--- config.mk ---
export PLATFORM = sky130hd
export DESIGN_NAME = adc_output_data_formatter
export DESIGN_NICKNAME = d
export VERILOG_FILES = /design/src/shared/fmt_pkg.sv /design/src/shared/fmt_if.sv /design/src/rtl/sample_encoder.sv /design/src/rtl/adc_output_data_formatter.sv
export SDC_FILE = /design/constraint.sdc
export NUM_CORES = 1
export LEC_CHECK = 0
export ABC_AREA = 1
export BUFFER_PORTS_ARGS = -buffer_cell sky130_fd_sc_hd__buf_4
export CELL_PAD_IN_SITES_DETAIL_PLACEMENT = 1
export CELL_PAD_IN_SITES_GLOBAL_PLACEMENT = 1
export CORE_ASPECT_RATIO = 0.8
export CORE_MARGIN = 8
export CORE_UTILIZATION = 34
export DETAILED_ROUTE_END_ITERATION = 10
export PLACE_DENSITY_LB_ADDON = 0.3
export REMOVE_ABC_BUFFERS = 1
export SYNTH_ARGS = -nofsm -noshare
export SYNTH_HDL_FRONTEND = slang
export SYNTH_SLANG_ARGS = --single-unit
--- constraint.sdc ---
create_clock -name I_CLK -period 1.3 [get_ports I_CLK]
set_clock_uncertainty 0.2 [all_clocks]
set_input_delay 0.26 -clock I_CLK [delete_from_list [all_inputs] [get_ports I_CLK]]
set_output_delay 0.26 -clock I_CLK [all_outputs]
set_load 0.02 [all_outputs]
--- src/shared/fmt_pkg.sv ---
// Summary of operation
// - Pattern code 000 passes conversion results through the coding stage
// - Pattern code 001 drives flag and bits low
// - Pattern code 011 drives flag and bits high
// - Pattern code 101 toggles two checkerboard words
// - Pattern code 111 toggles all zeros, all ones
// - Format bit 2 enables alternate bit polarity
// - Format bit 1 enables the output scrambler
// - Format bit 0 selects two's complement coding
// - Polarity alternation forces offset binary coding
// - Software reset clears the format register
`default_nettype none
package fmt_pkg;
  // Word widths
  localparam int SAMPLE_W = 14;
  localparam int ADDR_W = 7;
  localparam int DATA_W = 8;
  // Register addresses
  localparam logic [6:0] RESET_REG_ADDR = 7'h00;
  localparam logic [6:0] FORMAT_REG_ADDR = 7'h04;
  // Reset register field
  localparam int SOFT_RESET_BIT = 7;
  // Format register fields
  localparam int SIGNED_SEL_BIT = 0;
  localparam int SCRAMBLE_BIT = 1;
  localparam int POLARITY_BIT = 2;
  localparam int PATTERN_LSB = 3;
  localparam int PATTERN_MSB = 5;
  localparam int FORMAT_USED_W = 6;
  localparam logic [5:0] FORMAT_RESET = 6'h00;
  // Fixed output words, flag in the top bit
  localparam logic [14:0] CHECK_WORD_A = 15'h55A5;
  localparam logic [14:0] CHECK_WORD_B = 15'h2A5A;
  localparam logic [14:0] WORD_ZEROS = 15'h0000;
  localparam logic [14:0] WORD_ONES = 15'h7FFF;
  // Odd-numbered sample bits
  localparam logic [13:0] ODD_BIT_MASK = 14'h2AAA;
  // Test pattern codes
  typedef enum logic [2:0] {
    PAT_OFF = 3'b000,
    PAT_ZEROS = 3'b001,
    PAT_ONES = 3'b011,
    PAT_CHECKER = 3'b101,
    PAT_TOGGLE = 3'b111
  } pattern_e;
endpackage
`default_nettype wire

--- src/shared/fmt_if.sv ---
`default_nettype none
// Carries a raw sample into the encoder and the coded word back
interface fmt_if;
  logic [13:0] raw_bits; // Offset binary from the core
  logic raw_ovr; // Over-range from the core
  logic polarity_alt; // Alternate polarity enable
  logic scramble; // Scrambler enable
  logic signed_sel; // Two's complement select
  logic [13:0] enc_bits; // Coded sample bits
  logic enc_ovr; // Coded over-range flag
  modport ctl (output raw_bits, raw_ovr, polarity_alt, scramble, signed_sel,
    input enc_bits, enc_ovr);
  modport enc (input raw_bits, raw_ovr, polarity_alt, scramble, signed_sel,
    output enc_bits, enc_ovr);
endinterface
`default_nettype wire

--- src/rtl/sample_encoder.sv ---
`default_nettype none
// Pure combinational coding of one sample word
module sample_encoder (
  // Link to the formatter
  fmt_if.enc io
);
  logic [13:0] coded; // Word after coding choice

  // Coding and scrambling of the sample bits
  always_comb
  begin
    coded = io.raw_bits;
    // Polarity alternation wins over the signed select
    if (io.polarity_alt)
    begin
      coded = io.raw_bits ^ fmt_pkg::ODD_BIT_MASK;
    end
    else if (io.signed_sel)
    begin
      coded[13] = ~io.raw_bits[13];
    end
    // Scrambler keyed by the LSB, so a receiver can undo it
    if (io.scramble)
    begin
      coded[13:1] = coded[13:1] ^ {13{coded[0]}};
    end
    io.enc_bits = coded;
    io.enc_ovr = io.raw_ovr;
  end
endmodule
`default_nettype wire

--- src/rtl/adc_output_data_formatter.sv ---
`default_nettype none
// Output data formatter: register access, pattern substitution and coding
module adc_output_data_formatter (
  // Clock, reset and enable
  input wire logic I_CLK,
  input wire logic I_RST_N,
  input wire logic I_CE,
  // Register access
  input wire logic I_REG_WR,
  input wire logic I_REG_RD,
  input wire logic [6:0] I_REG_ADDR,
  input wire logic [7:0] I_REG_WDATA,
  output logic [7:0] O_REG_RDATA,
  output logic O_REG_RVALID,
  // Samples from the conversion core
  input wire logic I_SAMPLE_VALID,
  input wire logic [13:0] I_SAMPLE_BITS,
  input wire logic I_OVERRANGE_FLAG,
  // Samples to the capturing logic
  output logic O_SAMPLE_VALID,
  output logic [13:0] O_SAMPLE_BITS,
  output logic O_OVERRANGE_FLAG
);
  // All state of the block
  typedef struct packed {
    logic [5:0] output_data_format; // Used format bits
    logic phase; // Toggle pattern phase
    logic [13:0] bits; // Output sample bits
    logic ovr; // Output over-range flag
    logic vld; // Output word strobe
    logic [7:0] rdata; // Read data
    logic rvld; // Read data strobe
  } state_s;

  state_s state_r; // Registered state
  state_s state_nxt; // Next state
  fmt_if link (); // Encoder link
  fmt_pkg::pattern_e pattern; // Current pattern code
  logic [14:0] word; // Flag plus bits to send
  logic toggling; // A two-word pattern is active

  // Feed the encoder from the current format
  assign link.raw_bits = I_SAMPLE_BITS;
  assign link.raw_ovr = I_OVERRANGE_FLAG;
  assign link.polarity_alt = state_r.output_data_format[fmt_pkg::POLARITY_BIT];
  assign link.scramble = state_r.output_data_format[fmt_pkg::SCRAMBLE_BIT];
  assign link.signed_sel = state_r.output_data_format[fmt_pkg::SIGNED_SEL_BIT];
  assign pattern = fmt_pkg::pattern_e'(
    state_r.output_data_format[fmt_pkg::PATTERN_MSB:fmt_pkg::PATTERN_LSB]);

  sample_encoder u_encoder (
    .io(link.enc)
  );

  // Select the word that leaves the block
  always_comb
  begin
    toggling = 1'b0;
    unique case (pattern)
      fmt_pkg::PAT_OFF: word = {link.enc_ovr, link.enc_bits};
      fmt_pkg::PAT_ZEROS: word = fmt_pkg::WORD_ZEROS;
      fmt_pkg::PAT_ONES: word = fmt_pkg::WORD_ONES;
      fmt_pkg::PAT_CHECKER:
      begin
        toggling = 1'b1;
        word = state_r.phase ? fmt_pkg::CHECK_WORD_B : fmt_pkg::CHECK_WORD_A;
      end
      fmt_pkg::PAT_TOGGLE:
      begin
        toggling = 1'b1;
        word = state_r.phase ? fmt_pkg::WORD_ONES : fmt_pkg::WORD_ZEROS;
      end
      // Unused codes fall back to live data rather than garbage
      default: word = {link.enc_ovr, link.enc_bits};
    endcase
  end

  // Next state
  always_comb
  begin
    state_nxt = state_r;
    state_nxt.vld = 1'b0;
    state_nxt.rvld = 1'b0;
    // Sample path
    if (I_SAMPLE_VALID)
    begin
      state_nxt.vld = 1'b1;
      state_nxt.ovr = word[14];
      state_nxt.bits = word[13:0];
      // Phase advances once per sample; parked low otherwise
      state_nxt.phase = toggling ? ~state_r.phase : 1'b0;
    end
    else if (!toggling)
    begin
      state_nxt.phase = 1'b0;
    end
    // Register writes
    if (I_REG_WR)
    begin
      if (I_REG_ADDR == fmt_pkg::FORMAT_REG_ADDR)
      begin
        // Upper two bits are never stored
        state_nxt.output_data_format = I_REG_WDATA[5:0];
      end
      else if (I_REG_ADDR == fmt_pkg::RESET_REG_ADDR &&
        I_REG_WDATA[fmt_pkg::SOFT_RESET_BIT])
      begin
        // Reset bit self-clears: it is never stored
        state_nxt.output_data_format = fmt_pkg::FORMAT_RESET;
        state_nxt.phase = 1'b0;
      end
    end
    // Register reads; unmapped addresses return zero
    if (I_REG_RD)
    begin
      state_nxt.rvld = 1'b1;
      if (I_REG_ADDR == fmt_pkg::FORMAT_REG_ADDR)
      begin
        state_nxt.rdata = {2'h0, state_r.output_data_format};
      end
      else
      begin
        state_nxt.rdata = 8'h00;
      end
    end
  end

  // State register: reset clears it even while the enable is low, otherwise frozen while the enable is low
  always_ff @(posedge I_CLK)
  begin
    if (!I_RST_N)
    begin
      state_r <= '0;
    end
    else if (I_CE)
    begin
      state_r <= state_nxt;
    end
  end

  // Outputs straight from the state register
  assign O_SAMPLE_VALID = state_r.vld;
  assign O_SAMPLE_BITS = state_r.bits;
  assign O_OVERRANGE_FLAG = state_r.ovr;
  assign O_REG_RDATA = state_r.rdata;
  assign O_REG_RVALID = state_r.rvld;

  // Checks
  // Format writes kept out so each check sees one settled setting
  logic live; // A sample is taken this cycle
  assign live = I_CE && I_SAMPLE_VALID &&
    !(I_REG_WR && I_REG_ADDR == fmt_pkg::FORMAT_REG_ADDR);

  a_normal_pass: assert property (@(posedge I_CLK) disable iff (!I_RST_N)
    live && state_r.output_data_format == 6'h00
    |=> O_SAMPLE_VALID && O_SAMPLE_BITS == $past(I_SAMPLE_BITS) &&
      O_OVERRANGE_FLAG == $past(I_OVERRANGE_FLAG))
    else $error("normal data not passed through");
  a_zero_pattern: assert property (@(posedge I_CLK) disable iff (!I_RST_N)
    live && pattern == fmt_pkg::PAT_ZEROS
    |=> O_SAMPLE_BITS == 14'h0000 && !O_OVERRANGE_FLAG)
    else $error("zero pattern wrong");
  a_ones_pattern: assert property (@(posedge I_CLK) disable iff (!I_RST_N)
    live && pattern == fmt_pkg::PAT_ONES
    |=> O_SAMPLE_BITS == 14'h3FFF && O_OVERRANGE_FLAG)
    else $error("ones pattern wrong");
  a_checker_toggle: assert property (@(posedge I_CLK) disable iff (!I_RST_N)
    live && !I_REG_WR && pattern == fmt_pkg::PAT_CHECKER
    ##1 I_CE && !I_REG_WR && I_SAMPLE_VALID
    |=> {O_OVERRANGE_FLAG, O_SAMPLE_BITS} ==
      ~$past({O_OVERRANGE_FLAG, O_SAMPLE_BITS}) &&
      ({O_OVERRANGE_FLAG, O_SAMPLE_BITS} == 15'h55A5 ||
      {O_OVERRANGE_FLAG, O_SAMPLE_BITS} == 15'h2A5A))
    else $error("checkerboard did not toggle");
  a_all_toggle: assert property (@(posedge I_CLK) disable iff (!I_RST_N)
    live && !I_REG_WR && pattern == fmt_pkg::PAT_TOGGLE
    ##1 I_CE && !I_REG_WR && I_SAMPLE_VALID
    |=> {O_OVERRANGE_FLAG, O_SAMPLE_BITS} ==
      ~$past({O_OVERRANGE_FLAG, O_SAMPLE_BITS}) &&
      (O_SAMPLE_BITS == 14'h0000 || O_SAMPLE_BITS == 14'h3FFF))
    else $error("all-bit toggle wrong");
  a_polarity_odd: assert property (@(posedge I_CLK) disable iff (!I_RST_N)
    live && state_r.output_data_format == 6'h04
    |=> O_SAMPLE_BITS == ($past(I_SAMPLE_BITS) ^ 14'h2AAA))
    else $error("odd bits not inverted");
  a_scramble_lsb: assert property (@(posedge I_CLK) disable iff (!I_RST_N)
    live && state_r.output_data_format == 6'h02
    |=> O_SAMPLE_BITS == ($past(I_SAMPLE_BITS) ^ {{13{$past(I_SAMPLE_BITS[0])}}, 1'b0}))
    else $error("scrambler wrong");
  a_signed_msb: assert property (@(posedge I_CLK) disable iff (!I_RST_N)
    live && state_r.output_data_format == 6'h01
    |=> O_SAMPLE_BITS == ($past(I_SAMPLE_BITS) ^ 14'h2000))
    else $error("two's complement wrong");
  a_polarity_forces: assert property (@(posedge I_CLK) disable iff (!I_RST_N)
    live && state_r.output_data_format == 6'h05
    |=> O_SAMPLE_BITS == ($past(I_SAMPLE_BITS) ^ 14'h2AAA))
    else $error("signed select not overridden");
  a_soft_reset: assert property (@(posedge I_CLK) disable iff (!I_RST_N)
    I_CE && I_REG_WR && I_REG_ADDR == fmt_pkg::RESET_REG_ADDR &&
    I_REG_WDATA[fmt_pkg::SOFT_RESET_BIT]
    |=> state_r.output_data_format == 6'h00 && !state_r.phase)
    else $error("software reset failed");
  a_spare_bits: assert property (@(posedge I_CLK) disable iff (!I_RST_N)
    O_REG_RVALID |-> O_REG_RDATA[7:6] == 2'h0)
    else $error("spare bits read nonzero");
  // Strobe and register path
  a_sample_strobe: assert property (@(posedge I_CLK) disable iff (!I_RST_N)
    I_CE |=> O_SAMPLE_VALID == $past(I_SAMPLE_VALID))
    else $error("sample strobe not one cycle later");
  a_format_write: assert property (@(posedge I_CLK) disable iff (!I_RST_N)
    I_CE && I_REG_WR && I_REG_ADDR == fmt_pkg::FORMAT_REG_ADDR
    |=> state_r.output_data_format == $past(I_REG_WDATA[5:0]))
    else $error("format write not stored");
  a_format_read: assert property (@(posedge I_CLK) disable iff (!I_RST_N)
    I_CE && I_REG_RD && I_REG_ADDR == fmt_pkg::FORMAT_REG_ADDR
    |=> O_REG_RVALID && O_REG_RDATA == {2'h0, $past(state_r.output_data_format)})
    else $error("format read back wrong");
  // A toggle pattern must open on its first word, so the phase rests low
  a_phase_parked: assert property (@(posedge I_CLK) disable iff (!I_RST_N)
    I_CE && !toggling |=> !state_r.phase)
    else $error("pattern phase not parked");
endmodule
`default_nettype wire

# Yosys cells after proc, flatten, opt, wreduce, memory -nomap -nowiden
# Index checks and enable logic that the tools add are counted.
dict set report word_totals {
  input_bits 36
  elab_cells 41
  ff_bits 30
}
dict set report classes {
  bitwise_logic 4
  muxes 18
  n_reduce_logical 7
  n_eq_ne 5
}
# operator count
set op_table {}
lappend op_table {{case mux 15 bit (4 select lines)} 1}
lappend op_table {{two-way mux 15 bit} 2}
lappend op_table {{two-way mux 13 bit} 1}
lappend op_table {{XOR 13 bit} 1}
lappend op_table {{two-way mux 12 bit} 1}
lappend op_table {{two-way mux 6 bit} 2}
lappend op_table {{two-way mux 1 bit} 10}
lappend op_table {{equality test 7 x 3 -> 1 bit (second input constant)} 1}
lappend op_table {{logical NOT 7 bit} 1}
lappend op_table {{two-way mux 7 bit} 1}
lappend op_table {{NOT 7 bit} 1}
lappend op_table {{equality test 3 bit (second input constant)} 2}
lappend op_table {{AND reduction 2 bit} 2}
lappend op_table {{equality test 3 x 1 -> 1 bit (second input constant)} 1}
lappend op_table {{equality test 3 x 2 -> 1 bit (second input constant)} 1}
lappend op_table {{AND reduction 3 bit} 1}
lappend op_table {{NOT 1 bit} 2}
lappend op_table {{nonzero test 2 bit} 1}
lappend op_table {{OR reduction 2 bit} 1}
lappend op_table {{logical AND 1 bit} 1}

# Longest topological paths before layout
# Gate-level depths: netlist of run 1.
dict set report depth {
  ltp_word 8
  mapped_depth 7
  ltp_nobuf 7
}

# Cells and area by module
# Synthesis of run 1 repeated with hierarchy kept, for this count alone.
dict set report unflattened {
  cells_unflattened 273
  area_unflattened_um2 1899.3
}
# mod cells_each seq_area_each_um2 instances area_per_inst_um2
set modules_own_cells {}
lappend modules_own_cells {adc_output_data_formatter 202 600.6 1 1567.8}
lappend modules_own_cells {sample_encoder 71 0.0 1 331.6}

# Worst setup path before layout of run 1
# Ideal clock, no wire load.
dict set report synth_timing {
  path_kind {reg2reg}
  startpoint {reg state_r, in the netlist link.scramble}
  endpoint {reg state_r, in the netlist O_SAMPLE_BITS[10]}
  slack_ps 85
  path_buffers 1
  arrival_time_ps 900
  required_ps 985
  synth_period_minus_slack_ps 1215
  path_stages_with_launch 7
  path_cell_list {dfxtp_1 > nand2_1 > buf_6 > xor2_1 > nor2_1 > o21ai_0 > inv_1}
}
dict set report synth_between {
  elab_chain_len 2
}
# element line_no
set synth_lines {}
lappend synth_lines {{start: declaration} adc_output_data_formatter.sv:35} ;# state_s state_r;
lappend synth_lines {{start signal: assignment} adc_output_data_formatter.sv:137} ;# state_r <= state_nxt;
lappend synth_lines {{two-way mux 13 bit} sample_encoder.sv:23} ;# if (io.scramble)
lappend synth_lines {{case mux 15 bit (4 select lines)} adc_output_data_formatter.sv:59} ;# unique case (pattern)
# No other way between the ends.
# A chain may end at the register's enable or synchronous reset.

# Final worst setup path of run 1
dict set report layout_timing {
  startpoint {reg state_r, in the netlist link.polarity_alt}
  endpoint {reg state_r, in the netlist O_SAMPLE_BITS[7]}
}
dict set report layout_between {
  elab_chain_len 4
}
# element line_no
set layout_lines {}
lappend layout_lines {{two-way mux 12 bit (*)} sample_encoder.sv:14} ;# if (io.polarity_alt)
lappend layout_lines {{XOR 13 bit} sample_encoder.sv:25} ;# coded[13:1] = coded[13:1] ^ {13{coded[0]}};
lappend layout_lines {{two-way mux 13 bit (*)} sample_encoder.sv:23}
lappend layout_lines {{case mux 15 bit (4 select lines) (*)} adc_output_data_formatter.sv:59}
# Mark *: on every way between the ends. The rest lies on a longest branch, timed or not.

==> results of run 1 <==
## power groups by stage
stage | clock network, uW | logic, uW | registers [uW]
after floorplan | 0 | 126 | 1060
after CTS | 782 | 405 | 991
after global placement | 0 | 393 | 1010
after detailed placement | 0 | 403 | 1010
final | 768 | 414 | 991
after global routing | 829 | 454 | 996
## cells in the final DEF (no fill, tap or decap), drive strengths merged
cell / instances
o21ai: 22
nand3b: 1
dfxtp: 30
a31o: 2
nand2: 48
nor3: 2
inv: 28
a21oi: 27
xnor2: 6
buf: 77
nor2: 24
conb: 2
clkinv: 1
nand4: 1
nand3: 16
clkbuf: 7
or2: 1
xor2: 4
## synthesized netlist by cell type
cell type	number	area, um2
buf_6	3	33.78
nand4_1	1	6.260
a31o_2	2	17.52
xor2_1	4	35.03
o21ai_0	22	110.1
buf_2	3	15.01
nand2_2	3	18.77
conb_1	1	3.750
nand2_1	45	168.9
dfxtp_1	30	600.6
nand3b_1	1	7.510
inv_1	25	93.84
clkbuf_1	1	3.750
nor2_1	21	78.83
nand3_1	15	75.07
or2_1	1	6.260
a21oi_2	1	8.760
buf_4	23	172.7
nor2_4	1	11.26
a21oi_1	26	130.1
nor3_2	1	10.01
nor3_4	1	16.27
inv_2	3	11.26
xnor2_1	6	52.55
nand3_2	1	10.01
nor2_2	2	12.51
## final cells by class
type	count	area, um2
clock inverter	1	5.005
sequential	30	606.8
timing repair buffer	77	603.1
multi-input combinational	156	847.1
inverter	28	107.6
clock buffer	7	86.33
tap	62	77.57
fill	644	2587
## logic make-up (layout without fill, tap and decap cells)
group,Yosys count,in the layout,share of synthesized area
buffers and inverters,58,113,0.1931
XOR/XNOR,10,10,0.05120
flip-flops,30,30,0.3511
AND/OR/NAND/NOR,93,93,0.2465
AO/OA/AOI/OAI,51,51,0.1558
other,1,2,0.002192
## stage by stage
stage / cell area, um2 / util / TNS, ps / total power, uW / instances
2_1_floorplan: 1489 / - / -365.8 / 1187 / 214
3_3_place_gp: 2170 / 0.4409 / -728.9 / 1401 / 353
3_5_place_dp: 2170 / 0.4409 / -1198 / 1413 / 353
4_1_cts: 2266 / 0.4605 / 0 / 2178 / 361
5_1_grt: 2333 / 0.4742 / -99.11 / 2279 / 361
6_report: 2333 / 0.4742 / 0 / 2173 / 361
## routing by layer
| metal | global-route usage | wire length, um |
|---|---|---|
| met1 | 0.1580 | 2265 |
| met2 | 0.2114 | 2346 |
| met3 | 0.04135 | 297 |
| met4 | 0.03266 | 25 |
| met5 | 0 | 0 |
## tightest hold or removal path: stages
cell,delay [ps]
buf_4,110
nand2_1,50
a21oi_1,50
## path summary, 6_finish.rpt
kind,slack (ps),to,cells after the start,startpoint
hold reg to reg,270,O_REG_RVALID$_SDFFE_PN0P_,2,O_REG_RVALID$_SDFFE_PN0P_
setup reg to reg,50,O_SAMPLE_BITS[7]$_SDFFE_PN0P_,6,link.polarity_alt$_SDFFE_PN0P_
setup / recovery,50,O_SAMPLE_BITS[7]$_SDFFE_PN0P_,6,link.polarity_alt$_SDFFE_PN0P_
hold / removal,40,pattern[2]$_SDFFE_PN0P_,3,I_REG_WDATA[5]
## repair_timing
action	in CTS	in global routing
hold buffers	0	0
pin swaps	0	2
resized for setup	6	16
setup endpoints to repair	12	12
hold endpoints to repair	0	0
==> flow_metrics.env, run 1 <==
export IMPL_grt_pass1_vias=1767
export IMPL_cell_internal_pwr_uw=1591
export IMPL_rows=23
export IMPL_port_buffers=57
export IMPL_rsz0062_at_grt="true"
export IMPL_antenna_left=0
export IMPL_hold_ws_ps=38.38
export IMPL_vias=1663
export IMPL_path_clk_slew_ps=70
export IMPL_dp_slack_ps=-146.0
export IMPL_netlist_area_um2=1710
export IMPL_drtPass1Iterations=4
export IMPL_yosysWarnings=0
export IMPL_combPwrFrac=0.191
export IMPL_vias_per_cell=4.607
export IMPL_slowest_delay_ps=330
export IMPL_crit_arrival_ps=1270
export IMPL_antenna_found_initial=0
export IMPL_place_detailed_hpwl_um=3971
export IMPL_clockPowerShare=0.354
export IMPL_nets=334
export IMPL_fp_dieArea_um2=7571
export IMPL_layout_setup_ws_ps=46.15
export IMPL_p_sw_frac=0.2679
export IMPL_io_pins=61
export IMPL_grt_max_degree=14
export IMPL_place_gp_congestion=0.7309
export IMPL_wire_per_inst_um=13.67
export IMPL_leakagePower_uw=0.001148
export IMPL_cts_htree_levels=2
export IMPL_cp_required_ps=1310
export IMPL_max_cap_viol_count=0
export IMPL_power_density_nw_per_um2=931.0
export IMPL_grt_first_pass_wirelength_um=7893
export IMPL_grt_overflow_total=0
export IMPL_ys_types=26
export IMPL_ys_seq_area_frac=0.3511
export IMPL_grt_total_usage=0.1287
export IMPL_cts_setup_buffers=0
export IMPL_drive_gt1_frac=0.3813
export IMPL_clock_fmax_ghz=0.7975
export IMPL_worstPathMaxFanout=8
export IMPL_slowest_stage="dfxtp_2"
export IMPL_area_growth_pct=36.43
export IMPL_cp_buffers_inverters=2
export IMPL_synth_seq_cells=30
export IMPL_cp_top_family="flip-flops"
export IMPL_clk_latency_ps=270
export IMPL_die_w_um=95.30
export IMPL_synth_area_per_cell_um2=7.039
export IMPL_cp_start_kind="register"
export IMPL_largest_reg_flops=14
export IMPL_vdd_ir_drop_max_mv=0.4579
export IMPL_seqPwrFrac=0.456
export IMPL_min_period_ps=1254
export IMPL_setup_viol=0
export IMPL_coreArea_um2=4921
export IMPL_p_switching_uw=582.0
export IMPL_die_h_um=79.44
export IMPL_clockBufferDepth=2
export IMPL_cts_root_buf="clkbuf_8"
export IMPL_crit_path_end_kind="register"
export IMPL_drt_wl_total_um=4934
export IMPL_tritoncts="done"
export IMPL_drt_iter0_drc=47
export IMPL_status="complete, no violations"
export IMPL_hold_class="in -> reg"
export IMPL_initial_utilization=0.3476
export IMPL_hold_violations=0
export IMPL_post_route_drc_count=0
export IMPL_critPathKind="reg -> reg"
export IMPL_cts_buffers=5
export IMPL_cts_sinks=30
export IMPL_num_antenna_cells=0
export IMPL_path_cells="buf_12 > xnor2_2 > inv_1 > nand2_1 > nand3_1 > a21oi_2"
export IMPL_post_route_period_util=0.9645
export IMPL_drv_slew=0
export IMPL_netlist_instances=243
No activity file was read; power rests on OpenSTA's default activity.
==> run 2, diff against run 1 <==
Settings changed: ABC_AREA 1 to 0, CORE_UTILIZATION 34 to 36.
==> run 2 against run 1 <==
Effect of this change: the run now ends with setup timing left; sequential power about the same; maximum frequency decreased by 14%; cell count decreased by 5.8%; global-route usage grew 2.4 points; worst setup slack lost 210 ps; power rose by 5.4%; largest power group unchanged; highest routed layer unchanged.
==> flow_metrics.env, run 2 <==
export IMPL_status="complete, but fails checks"
export IMPL_violations="setup timing"
export IMPL_grt_pass1_vias=1988
export IMPL_coreArea_um2=4950
export IMPL_ys_types=45
export IMPL_power_density_nw_per_um2=853.6
export IMPL_grt_overflow_total=0
export IMPL_utilization=0.5420
export IMPL_clk_latency_ps=280
export IMPL_tritoncts="done"
export IMPL_yosysTopAreaCell="dfxtp_1"
export IMPL_synth_commonest_cells="dfxtp_1, nand2_1, buf_4, o221ai_1, a21oi_1"
export IMPL_netlist_instances=213
export IMPL_clockBufferDepth=2
export IMPL_wire_per_inst_um=17.01
export IMPL_fp_dieArea_um2=7653
export IMPL_netlist_area_um2=1836
export IMPL_io_pins=61
export IMPL_yosysMostFrequentCell="dfxtp_1"
export IMPL_cts_root_buf="clkbuf_8"
export IMPL_drt_wl_total_um=5782
export IMPL_layout_setup_ws_ps=-161.6
export IMPL_place_detailed_hpwl_um=4325
export IMPL_port_buffers=57
export IMPL_place_gp_congestion=0.7509
export IMPL_synth_async_reset_ratio=0
export IMPL_die_w_um=95.83
export IMPL_yosysWarnings=0
export IMPL_worstPathMaxFanout=6
export IMPL_largest_reg_flops=14
export IMPL_vias=1817
export IMPL_vdd_ir_drop_max_mv=0.4308
export IMPL_synthFlopType="dfxtp_1"
export IMPL_final_cells=340
export IMPL_leakagePower_uw=0.001108
export IMPL_drtPass1Iterations=4
export IMPL_ys_seq_area_frac=0.3272
export IMPL_antenna_found_initial=0
export IMPL_hold_violations=0
export IMPL_synth_seq_cells=30
export IMPL_post_route_drc_count=0
export IMPL_final_common_cell="buf_4"
export IMPL_die_h_um=79.87
export IMPL_rsz0062_at_grt="true"
export IMPL_vias_per_cell=5.344
export IMPL_nets=313
export IMPL_initial_utilization=0.3708
export IMPL_rows=23
export IMPL_grt_total_usage=0.1524
export IMPL_post_route_period_util=1.124
export IMPL_area_growth_pct=46.15
export IMPL_drt_iter0_drc=50
export IMPL_fin_tns_setup_ps=-1489
export IMPL_critPathKind="reg -> reg"
export IMPL_num_antenna_cells=0
export IMPL_cts_htree_levels=2
export IMPL_antenna_left=0
export IMPL_grt_first_pass_wirelength_um=9487
export IMPL_dp_cells=332
export IMPL_cp_required_ps=1300
export IMPL_clock_fmax_ghz=0.6842
export IMPL_drv_slew=0
export IMPL_synth_edff_count=0
export IMPL_synth_area_per_cell_um2=8.617
export IMPL_min_period_ps=1462
export IMPL_crit_arrival_ps=1460
export IMPL_setup_viol=16
export IMPL_hold_ws_ps=41.39
export IMPL_cts_buffers=5
export IMPL_yosysTopAreaCellShare=0.3272
export IMPL_crit_path_end_kind="register"
export IMPL_grt_max_degree=29
export IMPL_synth_area_leaders="dfxtp_1, buf_4, o221ai_1"
export IMPL_final_cell_mix="buf_4, nand2_1, dfxtp_1"
export IMPL_cts_sinks=30
export IMPL_drive_gt1_frac=0.5360
export IMPL_cts_hold_buf=0
export IMPL_cp_start_kind="register"
export IMPL_max_cap_viol_count=0
export IMPL_hold_class="in -> reg"
export IMPL_path_clk_slew_ps=70
run 2: changes by cell type after synthesis, moves of 9 or more:
cell and change:
a21oi_1 -16, o21ai_1 +9, nand3_1 -15, nor2_1 -16
o221ai_1 +12, o21ai_0 -18, nand2_1 -22, inv_1 -24
run 2: path summary, 6_finish.rpt:
check                                 startpoint                             to  slack, ps  depth (start not counted)
setup / recovery  link.polarity_alt$_SDFFE_PN0P_  O_SAMPLE_BITS[5]$_SDFFE_PN0P_       -160                          3
hold reg to reg      O_REG_RDATA[2]$_SDFFE_PN0P_    O_REG_RDATA[2]$_SDFFE_PN0P_        260                          2
hold / removal                    I_REG_WDATA[4]        pattern[1]$_SDFFE_PN0P_         40                          3
setup reg to reg  link.polarity_alt$_SDFFE_PN0P_  O_SAMPLE_BITS[5]$_SDFFE_PN0P_       -160                          3
run 2: power breakdown:
| part | internal, uW | switching, uW | leakage, uW |
|---|---|---|---|
| combinational | 253 | 245 | 0.000809 |
| sequential | 965 | 37.2 | 0.000250 |
| clock | 427 | 363 | 0.0000482 |
| total | 1640 | 645 | 0.00111 |
run 2: cells by family after synthesis:
kind of cell,synth area share
AND/OR/NAND/NOR,0.2406
flip-flops,0.3272
other,0.002043
buffers and inverters,0.1370
AO/OA/AOI/OAI,0.2822
multiplexers,0.01091
run 2: metal layers:
layer  wire, um  vias to the layer above  GRT usage
li1           -                      897          -
met1       2502                      879     0.1762
met2       2925                       39     0.2709
met3        332                        2    0.04229
met4         22                        0    0.03369
met5          0                        -          0
run 2: final cells by class:
| class | instances | area [um2] |
|---|---|---|
| flip-flops and latches | 30 | 619.3 |
| clock buffers | 7 | 86.33 |
| well taps | 62 | 77.57 |
| clock inverters | 1 | 5.005 |
| fillers | 575 | 2267 |
| inverters | 1 | 3.754 |
| multi-input cells | 145 | 1142 |
| repair buffers | 94 | 748.2 |
run 2: critical path, stage by stage, from the launching register on:
cell      delay, ps
dfxtp_2         340
and3b_2         250
or4_4           520
o211ai_2         80
run 2: repair_timing:
| item | CTS | global route |
|---|---|---|
| buffers inserted | 1 | 0 |
| pin swaps | 6 | 9 |
| gates cloned | 0 | 0 |
| setup endpoints to repair | 19 | 21 |
| gates resized for setup | 31 | 23 |
run 2: metrics by stage:
step	setup slack, ps	power, uW	instance area [um2]
after global routing	-204.8	2405	2683
after detailed placement	-239.7	1483	2387
final	-161.6	2290	2683
after floorplan	-326.8	1201	1592
after global placement	-202.0	1471	2387
after CTS	-160.4	2294	2597
